--- src/design/tsbc_pkg.sv ---
// Purpose: shared constants and carriers for the test set bus controller
// Assumes: 250 MHz system clock
// Notes: bus timing expressed as least strobe widths in ns
package tsbc_pkg;
    localparam int unsigned CLK_PERIOD_NS = 4;
    localparam int unsigned AD_W = 13;
    localparam int unsigned SEL_W = 4;
    localparam int unsigned MAX_SETS = 16;
    // least strobe width, ns, rounded up to cycles
    localparam int unsigned STROBE_MIN_NS = 1000;
    localparam int unsigned STROBE_CYC =
        (STROBE_MIN_NS + CLK_PERIOD_NS - 1) / CLK_PERIOD_NS;
    // least interrupt low time, ns, rounded up to cycles
    localparam int unsigned IRQ_MIN_NS = 10000;
    localparam int unsigned IRQ_CYC_DEF =
        (IRQ_MIN_NS + CLK_PERIOD_NS - 1) / CLK_PERIOD_NS;
    // gap between phases so strobes never overlap
    localparam int unsigned GAP_CYC = 2;
    localparam int unsigned CNT_W = 12;
    localparam logic [SEL_W-1:0] SEL_TIED = 4'h0;
    localparam logic [AD_W-1:0] AD_RST = 13'h0000;

    typedef struct packed {
        logic rd;
        logic [AD_W-1:0] addr;
        logic [AD_W-1:0] wdata;
    } tsbc_req_t;

    typedef struct packed {
        logic [AD_W-1:0] o;
        logic oe;
    } tsbc_ad_t;

    typedef enum logic [2:0] {
        ST_IDLE = 3'b000,
        ST_ADDR = 3'b001,
        ST_GAP = 3'b010,
        ST_DATA = 3'b011,
        ST_END = 3'b100
    } tsbc_state_t;
endpackage

--- src/design/tsbc_top.sv ---
// Purpose: host end of the rear external test set bus
// Assumes: one clock, async active-low reset, pins synchronised here
// Notes: one bus cycle at a time, address phase then data phase
// Summary of operation
// - thirteen shared lines, three control lines, one open-collector interrupt
// - bus supports up to sixteen chained test sets at once
// - four select outputs held constantly low
// - sweep held off while holdoff input is low
// - address strobe low for at least one microsecond
// - interrupt low ten microseconds aborts sweep; test set holds it
// - data strobe low for at least one microsecond
// - direction line high for read, low for write
// - shared lines carry address then data; read data from test set
`timescale 1ns/100ps
`default_nettype none
module tsbc_top
    import tsbc_pkg::*;
#(
    parameter int unsigned IRQ_CYC = tsbc_pkg::IRQ_CYC_DEF
) (
    input wire logic clk,
    input wire logic arst_n,
    input wire logic req_valid,
    input wire tsbc_pkg::tsbc_req_t req,
    output logic req_ready,
    output logic rsp_valid,
    output logic [tsbc_pkg::AD_W-1:0] rsp_rdata,
    input wire logic sweep_req,
    output logic sweep_enable,
    output logic sweep_abort,
    input wire logic [tsbc_pkg::AD_W-1:0] shared_ad_lines_i,
    output logic [tsbc_pkg::AD_W-1:0] shared_ad_lines_o,
    output logic shared_ad_lines_oe,
    output logic addr_strobe_n,
    output logic data_strobe_n,
    output logic read_not_write,
    input wire logic sweep_holdoff_n,
    input wire logic test_irq_n,
    output logic unit_select_bit0,
    output logic [1:0] unit_select_bits_mid,
    output logic unit_select_bit3
);
    import tsbc_pkg::*;

    // two-stage synchronisers for pin inputs
    logic [AD_W-1:0] ad_s1_r, ad_s2_r;
    logic hold_s1_r, hold_s2_r, irq_s1_r, irq_s2_r;

    always_ff @(posedge clk or negedge arst_n) begin
        if (!arst_n) begin
            ad_s1_r <= AD_RST;
            ad_s2_r <= AD_RST;
            hold_s1_r <= 1'b1;
            hold_s2_r <= 1'b1;
            irq_s1_r <= 1'b1;
            irq_s2_r <= 1'b1;
        end else begin
            ad_s1_r <= shared_ad_lines_i;
            ad_s2_r <= ad_s1_r;
            hold_s1_r <= sweep_holdoff_n;
            hold_s2_r <= hold_s1_r;
            irq_s1_r <= test_irq_n;
            irq_s2_r <= irq_s1_r;
        end
    end

    // bus sequencer
    tsbc_state_t st_r, st_nxt;
    logic [CNT_W-1:0] cnt_r, cnt_nxt;
    tsbc_req_t cur_r, cur_nxt;
    logic [AD_W-1:0] ad_o_r, ad_o_nxt, rdata_r, rdata_nxt;
    logic ad_oe_r, ad_oe_nxt, as_n_r, as_n_nxt, ds_n_r, ds_n_nxt;
    logic rnw_r, rnw_nxt, rdy_r, rdy_nxt, rsp_r, rsp_nxt;

    always_comb begin
        st_nxt = st_r;
        cnt_nxt = cnt_r;
        cur_nxt = cur_r;
        ad_o_nxt = ad_o_r;
        ad_oe_nxt = ad_oe_r;
        as_n_nxt = as_n_r;
        ds_n_nxt = ds_n_r;
        rnw_nxt = rnw_r;
        rdy_nxt = rdy_r;
        rsp_nxt = 1'b0;
        rdata_nxt = rdata_r;
        case (st_r)
            ST_IDLE: begin
                if (req_valid && rdy_r) begin
                    cur_nxt = req;
                    rnw_nxt = req.rd;
                    ad_o_nxt = req.addr;
                    ad_oe_nxt = 1'b1;
                    as_n_nxt = 1'b0;
                    cnt_nxt = CNT_W'(STROBE_CYC - 1);
                    rdy_nxt = 1'b0;
                    st_nxt = ST_ADDR;
                end
            end
            ST_ADDR: begin
                if (cnt_r == '0) begin
                    as_n_nxt = 1'b1;
                    cnt_nxt = CNT_W'(GAP_CYC - 1);
                    st_nxt = ST_GAP;
                end else begin
                    cnt_nxt = cnt_r - 1'b1;
                end
            end
            ST_GAP: begin
                if (cnt_r == '0) begin
                    // write drives data, read releases lines
                    ad_o_nxt = cur_r.wdata;
                    ad_oe_nxt = !cur_r.rd;
                    ds_n_nxt = 1'b0;
                    cnt_nxt = CNT_W'(STROBE_CYC - 1);
                    st_nxt = ST_DATA;
                end else begin
                    cnt_nxt = cnt_r - 1'b1;
                end
            end
            ST_DATA: begin
                if (cnt_r == '0) begin
                    // read data sampled at end of strobe
                    if (cur_r.rd) begin
                        rdata_nxt = ad_s2_r;
                    end
                    ds_n_nxt = 1'b1;
                    st_nxt = ST_END;
                end else begin
                    cnt_nxt = cnt_r - 1'b1;
                end
            end
            ST_END: begin
                // data held one cycle past strobe release
                ad_oe_nxt = 1'b0;
                rsp_nxt = 1'b1;
                rdy_nxt = 1'b1;
                st_nxt = ST_IDLE;
            end
            default: begin
                st_nxt = ST_IDLE;
                as_n_nxt = 1'b1;
                ds_n_nxt = 1'b1;
                ad_oe_nxt = 1'b0;
                rdy_nxt = 1'b1;
            end
        endcase
    end

    always_ff @(posedge clk or negedge arst_n) begin
        if (!arst_n) begin
            st_r <= ST_IDLE;
            cnt_r <= '0;
            cur_r <= '0;
            ad_o_r <= AD_RST;
            ad_oe_r <= 1'b0;
            as_n_r <= 1'b1;
            ds_n_r <= 1'b1;
            rnw_r <= 1'b1;
            rdy_r <= 1'b1;
            rsp_r <= 1'b0;
            rdata_r <= AD_RST;
        end else begin
            st_r <= st_nxt;
            cnt_r <= cnt_nxt;
            cur_r <= cur_nxt;
            ad_o_r <= ad_o_nxt;
            ad_oe_r <= ad_oe_nxt;
            as_n_r <= as_n_nxt;
            ds_n_r <= ds_n_nxt;
            rnw_r <= rnw_nxt;
            rdy_r <= rdy_nxt;
            rsp_r <= rsp_nxt;
            rdata_r <= rdata_nxt;
        end
    end

    // sweep gating: holdoff stalls, sustained interrupt aborts
    logic [CNT_W+1:0] irq_cnt_r, irq_cnt_nxt;
    logic abort_r, abort_nxt, en_r, en_nxt;

    always_comb begin
        irq_cnt_nxt = irq_cnt_r;
        abort_nxt = 1'b0;
        // low-time qualifier, one abort per low
        if (irq_s2_r) begin
            irq_cnt_nxt = '0;
        end else if (irq_cnt_r < (CNT_W+2)'(IRQ_CYC)) begin
            irq_cnt_nxt = irq_cnt_r + 1'b1;
            abort_nxt = (irq_cnt_r == (CNT_W+2)'(IRQ_CYC - 1));
        end
        en_nxt = sweep_req && hold_s2_r && !abort_nxt;
    end

    always_ff @(posedge clk or negedge arst_n) begin
        if (!arst_n) begin
            irq_cnt_r <= '0;
            abort_r <= 1'b0;
            en_r <= 1'b0;
        end else begin
            irq_cnt_r <= irq_cnt_nxt;
            abort_r <= abort_nxt;
            en_r <= en_nxt;
        end
    end

    logic [SEL_W-1:0] sel_r;
    always_ff @(posedge clk or negedge arst_n) begin
        if (!arst_n) begin
            sel_r <= SEL_TIED;
        end else begin
            sel_r <= SEL_TIED;
        end
    end

    assign req_ready = rdy_r;
    assign rsp_valid = rsp_r;
    assign rsp_rdata = rdata_r;
    assign sweep_enable = en_r;
    assign sweep_abort = abort_r;
    assign shared_ad_lines_o = ad_o_r;
    assign shared_ad_lines_oe = ad_oe_r;
    assign addr_strobe_n = as_n_r;
    assign data_strobe_n = ds_n_r;
    assign read_not_write = rnw_r;
    assign unit_select_bit0 = sel_r[0];
    assign unit_select_bits_mid = sel_r[2:1];
    assign unit_select_bit3 = sel_r[3];
endmodule // tsbc_top
`default_nettype wire

--- config.mk ---
export PLATFORM = sky130hd
export DESIGN_NAME = tsbc_top
export DESIGN_NICKNAME = d
export VERILOG_FILES = /design/src/design/tsbc_pkg.sv /design/src/design/tsbc_top.sv
export SDC_FILE = /design/constraint.sdc
export NUM_CORES = 1
export LEC_CHECK = 0
export BUFFER_PORTS_ARGS = -buffer_cell sky130_fd_sc_hd__buf_2
export CAP_MARGIN = 20
export CORE_MARGIN = 2
export CORE_UTILIZATION = 55
export CTS_CLUSTER_DIAMETER = 60
export DETAILED_ROUTE_END_ITERATION = 8
export GPL_ROUTABILITY_DRIVEN = 0
export PLACE_DENSITY = 0.79
export SYNTH_ARGS = -nofsm -noshare
export SYNTH_HDL_FRONTEND = slang
export SYNTH_SLANG_ARGS = --single-unit
export TNS_END_PERCENT = 10
--- constraint.sdc ---
create_clock -name clk -period 4.2 [get_ports clk]
set_input_delay 0 -clock clk [delete_from_list [all_inputs] [get_ports clk]]
set_output_delay 0 -clock clk [all_outputs]
set_load 0.02 [all_outputs]
==> results.toml, run 1 <==
[outcome]
status = "finished clean"

[worst_setup_path]
cp_slowest_stage_delay_ns = 0.45
crit_arrival_ns = 2.84
worst_ep_required_time_ns = 4.47
crit_chain = "inv_1 > ha_1 > nor4b_2 > nand3_2 > a2111oi_4 > buf_4 > mux2_2"
crit_path_max_fanout = 17
critical_path.endpoint_type = "register"
critical_path.slowest_cell = "dfrtp_1"
crit_type = "reg2reg"
cp_num_buf_inv = 2
critPathLaunchType = "register"
crit_family = "simple AND/OR/NAND/NOR gates"

[timing]
worst_pin_slew_ns = 1.00
drv_slew = 0
hold_viol = 0
fin_tns_setup_ns = 0
clock.fmax_ghz = 0.389
finClkSkew_ns = 0.0162
setup_viol = 0
slew_headroom_pct = 33.1
finalCriticalPeriod_ns = 2.57
rsz0062_at_grt = "false"
fin_crit_sh_pct = 61.2

[power]
p_int_mw = 1.35
p_leak_nw = 2.62
irDropWorstVdd_mv = 0.241
clock_power_share_pct = 35.8
p_switching_mw = 0.444
p_comb_share_pct = 5.3
power_mw = 1.80
p_seq_share_pct = 58.9
sw_frac_of_total_pct = 24.7
power_density_nw_per_um2 = 317

[synth]
ys_seq_area_share_pct = 58.7
synth-seq-cells = 107
yosysTopAreaCell = "dfrtp_1"
synth_top_area_share_pct = 54.1
async_flop_share_pct = 100
synth_area_sq_um = 4580
syn_inst = 356
ys.flop_type = "dfrtp_1"
netlist-cell-type-count = 59
yosysWarnings = 0
syn_area_per_cell_sq_um = 12.9
synth-edff-count = 0
synthTopCellsByArea = "dfrtp_1, mux2_2, dfstp_2"

[die]
num_io_pins = 84
fp.dieH_um = 95.2
core_sq_um = 8130
die_area_sq_um = 9060
chipWidth_um = 95.2
rows = 33
start_util_pct = 56.3

[routing]
routed_wl_um = 10500
avgViaCountPerCell = 5.79
wl_met2_um = 5470
vias = 3369
antenna_left = 0
wl_per_cell_um = 18.0
highest_layer = "met4"
routed-wl-met3_um = 653
dr.pass1.iters = 5
drt-met1-wl_um = 4120
drt_iter0_markers = 267
drc = 0

[layout]
post-route-util_pct = 69.6
fill_cells = 539
diodes = 0
final_cells = 582
nets = 521
drive_gt1_share_pct = 36.1
syn_to_final_growth_pct = 23.7

[grt]
grt_overflow = 0
first_global_vias = 3413
track_usage_pct = 25.4
antenna_found_initial = 0
grt_start_max_net_pins = 68
grt_pass1_wl_um = 17300

[clock_network]
cts_root_buffer = "clkbuf_8"
cts_tree = "done"
cts_buffers = 9
clock_latency_ns = 0.39
clock_path_buffers = 2
clock-sinks = 107
cts_max_level = 3
clkTransAtPathRegs_ns = 0.11

[placement]
io_buffers = 79
dpl.hpwl_um = 6280
placed_cells = 522

[flow_run]
max-cap-violations = 0

[worst_hold_path]
hold_path_class = "in2reg"
[path summary, 6_finish.rpt]
kind | endpoint | start | depth (start not counted) | slack [ns]
worst max-delay path | shared_ad_lines_o[4] | cnt_r[0] | 7 | 1.63
worst min-delay path | st_r[0] | req_valid | 3 | 0.04
worst max register to register | shared_ad_lines_o[4] | cnt_r[0] | 7 | 1.63
worst min register to register | ad_s2_r[8] | ad_s1_r[8] | 0 | 0.36
max in group asynchronous | hold_s2_r | arst_n | 3 | 2.91
min in group asynchronous | rsp_rdata[12] | arst_n | 2 | 0.24
[cell type report]
type	instances	area, sq um	share of cell area (%)
multi-input cells	216	1730	30.6
clock buffers	10	138	2.43
flip-flops and latches	107	2690	47.5
repair buffers	126	861	15.2
well taps	105	131	2.32
clock inverters	6	65.1	1.15
inverters	12	45.0	0.796
[power groups by stage]
stage	Sequential, mW	Clock, mW	Combinational, mW
CTS	1.06	0.646	0.0939
global route	1.06	0.702	0.106
global placement	1.08	0	0.0591
detailed placement	1.08	0	0.0616
floorplan	1.07	0	0.0214
finish	1.06	0.643	0.0951
[kinds of logic after synthesis]
| group | Yosys count | synth area share [%] |
|---|---|---|
| AO/OA/AOI/OAI | 62 | 10.2 |
| XOR/XNOR | 7 | 1.34 |
| adder cells (fa/ha/maj) | 3 | 0.820 |
| buffers and inverters | 36 | 3.66 |
| flip-flops | 107 | 58.7 |
| multiplexers | 55 | 14.0 |
| other | 1 | 0.0820 |
| AND/OR/NAND/NOR | 85 | 11.2 |
[stage by stage]
stage	cell area, sq um	hold slack [ns]	setup slack [ns]
2_1_floorplan	4590	-0.296	1.83
3_3_place_gp	5020	0.105	1.76
3_5_place_dp	5020	0.110	1.71
4_1_cts	5660	0.0133	1.69
5_1_grt	5660	0.0412	1.50
6_report	5660	0.0372	1.63
[cell usage in the layout (no fill, tap or decap), types with 3 or more instances in the layout]
master	netlist	routed
a211oi_1	5	5
a21oi_1	10	10
a221o_1	4	4
a311oi_1	3	3
buf_2	2	78
buf_4	4	4
clkbuf_8	0	10
conb_1	1	4
dfrtp_1	99	99
dfstp_2	8	8
dlygate4sd3_1	0	44
ha_1	3	3
inv_1	12	12
mux2_2	48	48
mux2_4	6	6
nand2_1	7	7
nand3_1	3	3
nand4_1	5	5
nor2_1	26	26
nor3_1	5	5
nor4_1	8	8
o211ai_1	3	3
o21ai_0	11	11
o31ai_1	5	5
o41ai_1	3	3
or3_1	7	7
or4_1	6	6
xnor2_1	5	5
[sequential cells by signal, indices dropped and copies added (netlist names), 3 cells and up]
name,flops
ad_s1_r,13
ad_s2_r,13
cur_r,14
st_r,3
shared_ad_lines_o,13
cnt_r,12
rsp_rdata,13
irq_cnt_r,14
[what timing repair did]
action,in CTS,in global routing
hold buffers,44,0
gates resized for setup,0,0
hold endpoints to repair,106,0
setup buffers,0,0
[routing by layer]
layer	global-route usage (%)	vias up
met3	6.64	24
met4	7.61	0
met2	42.4	124
li1	-	1533
met1	32.8	1688
met5	0	-
[Yosys cell counts, types with 6 or more instances]
| cell type | instances |
|---|---|
| o21ai_0 | 11 |
| or3_1 | 7 |
| mux2_4 | 6 |
| a21oi_1 | 10 |
| clkbuf_1 | 15 |
| dfrtp_1 | 99 |
| dfstp_2 | 8 |
| nor4_1 | 8 |
| or4_1 | 6 |
| inv_1 | 12 |
| mux2_2 | 48 |
| nor2_1 | 26 |
| nand2_1 | 7 |
[worst min-delay path, delay by kind of cell]
| family | cells | cell delay (ns) |
|---|---|---|
| AO/OA/AOI/OAI | 2 | 0.25 |
| buffers and inverters | 1 | 0.13 |
(Power assumes the default switching activity.)
==> run 2: changes to the inputs <==
clock period = 2.4 ns   (was 4.2 ns; I/O delays follow)
==> results.toml, run 2 (synthesis gave the netlist of run 1 again) <==
[grt]
first_global_vias = 3465
antenna_found_initial = 0
grt_overflow = 0
grt_start_max_net_pins = 56
track_usage_pct = 24.8
grt_pass1_wl_um = 16900

[power]
power_mw = 3.08
power_density_nw_per_um2 = 530
irDropWorstVdd_mv = 0.339
p_leak_nw = 2.72

[routing]
antenna_left = 0
wl_met2_um = 5540
drt-met1-wl_um = 4060
routed_wl_um = 10500
routed-wl-met3_um = 625
highest_layer = "met4"
drt_iter0_markers = 170
wl_per_cell_um = 17.5
avgViaCountPerCell = 5.85
vias = 3494
drc = 0
dr.pass1.iters = 4

[layout]
diodes = 0
drive_gt1_share_pct = 38.4
fill_cells = 529
final_common_cell = "dfrtp_1"
top_regs = "cur_r: 14 flops, irq_cnt_r: 14 flops"
syn_to_final_growth_pct = 27.1
final_cells = 597
mostFrequentLayoutCells = "dfrtp_1, buf_2, mux2_2, dlygate4sd3_1, nor2_1"
nets = 536

[timing]
finClkSkew_ns = 0.0151
finalCriticalPeriod_ns = 2.32
fin_tns_setup_ns = 0
slew_headroom_pct = 55.7
fin_crit_sh_pct = 96.7
hold_viol = 0
setup_viol = 0
worst_pin_slew_ns = 0.655
drv_slew = 0
rsz0062_at_grt = "false"
clock.fmax_ghz = 0.431

[worst_setup_path]
crit_type = "reg2reg"
crit_path_max_fanout = 13
cp_slowest_stage_delay_ns = 0.43
critPathLaunchType = "register"
crit_chain = "inv_1 > ha_1 > nor4b_2 > nand3_2 > buf_4 > nor4_2 > buf_4 > mux2_2"
worst_ep_required_time_ns = 2.65
crit_top_cell = "buf_4"
critical_path.slowest_cell = "dfrtp_1"
crit_arrival_ns = 2.57
crit_family = "simple AND/OR/NAND/NOR gates"
critical_path.endpoint_type = "register"
cp_num_buf_inv = 3

[die]
start_util_pct = 56.3
chipWidth_um = 95.2
num_io_pins = 84
die_area_sq_um = 9060
rows = 33
fp.dieH_um = 95.2
core_sq_um = 8130

[clock_network]
clkTransAtPathRegs_ns = 0.11
clock-sinks = 107
cts_tree = "done"
post_cts_buffers = 0
cts_root_buffer = "clkbuf_8"
cts_buffers = 9
clock_path_buffers = 2
clock_latency_ns = 0.37
cts_max_level = 3

[worst_hold_path]
hold_path_class = "in2async"

[outcome]
status = "finished clean"

[flow_run]
max-cap-violations = 0

[placement]
io_buffers = 79
placed_cells = 536
dpl.hpwl_um = 6430
## run 2: timing repair
action                                  CTS  global route
hold buffers                             45             0
endpoints found under the setup margin    0             7
resized for setup                         0             5
endpoints found under the hold margin    97             0
## run 2: worst paths after layout
kind / start / endpoint / slack (ns) / cells past startpoint
setup / recovery: cnt_r[1] / rsp_rdata[2] / 0.08 / 8
hold / removal: arst_n / rsp_rdata[5] / 0.20 / 2
setup reg to reg: cnt_r[1] / rsp_rdata[2] / 0.08 / 8
hold reg to reg: ad_s1_r[0] / ad_s2_r[0] / 0.34 / 0
max in group asynchronous: arst_n / read_not_write / 1.43 / 3
min in group clk: shared_ad_lines_i[5] / ad_s1_r[5] / 0.25 / 2
## run 2: final cells by class
cell class,count,area (sq um),area share (%)
clock buffers,10,128,2.19
clock inverters,6,65.1,1.12
inverters,12,45.0,0.774
multi-input cells,216,1760,30.2
flip-flops and latches,107,2690,46.2
well taps,105,131,2.26
repair buffers,141,1000,17.2
## run 2: worst reg2reg max path, cell delays in order (launching register included)
cell	delay, ns
dfrtp_1	0.43
inv_1	0.10
ha_1	0.17
nor4b_2	0.28
nand3_2	0.17
buf_4	0.19
nor4_2	0.20
buf_4	0.29
mux2_2	0.37
## run 2: power breakdown
part | total (mW) | internal [mW] | switching (mW)
clock network | 1.07 | 0.411 | 0.657
registers | 1.85 | 1.84 | 0.0139
logic | 0.168 | 0.0937 | 0.0738
## run 2: routing by layer
| metal | GRT usage (%) | up-vias |
|---|---|---|
| met2 | 42.8 | 145 |
| met4 | 10.4 | 0 |
| met1 | 30.3 | 1771 |
| li1 | - | 1556 |
| met3 | 4.98 | 22 |
| met5 | 0 | - |
## run 2: per-stage QoR
stage / worst slack (ns) / hold slack, ns / util [%] / cell area (sq um)
finish: 0.0788 / 0.198 / 71.5 / 5820
global route: 0.00663 / 0.249 / 71.5 / 5820
CTS: 0.0643 / 0.206 / 71.2 / 5790
detailed placement: 0.0780 / 0.0798 / 63.3 / 5150
global placement: 0.162 / 0.0668 / 63.3 / 5150
floorplan: 0.0298 / -0.296 / - / 4590
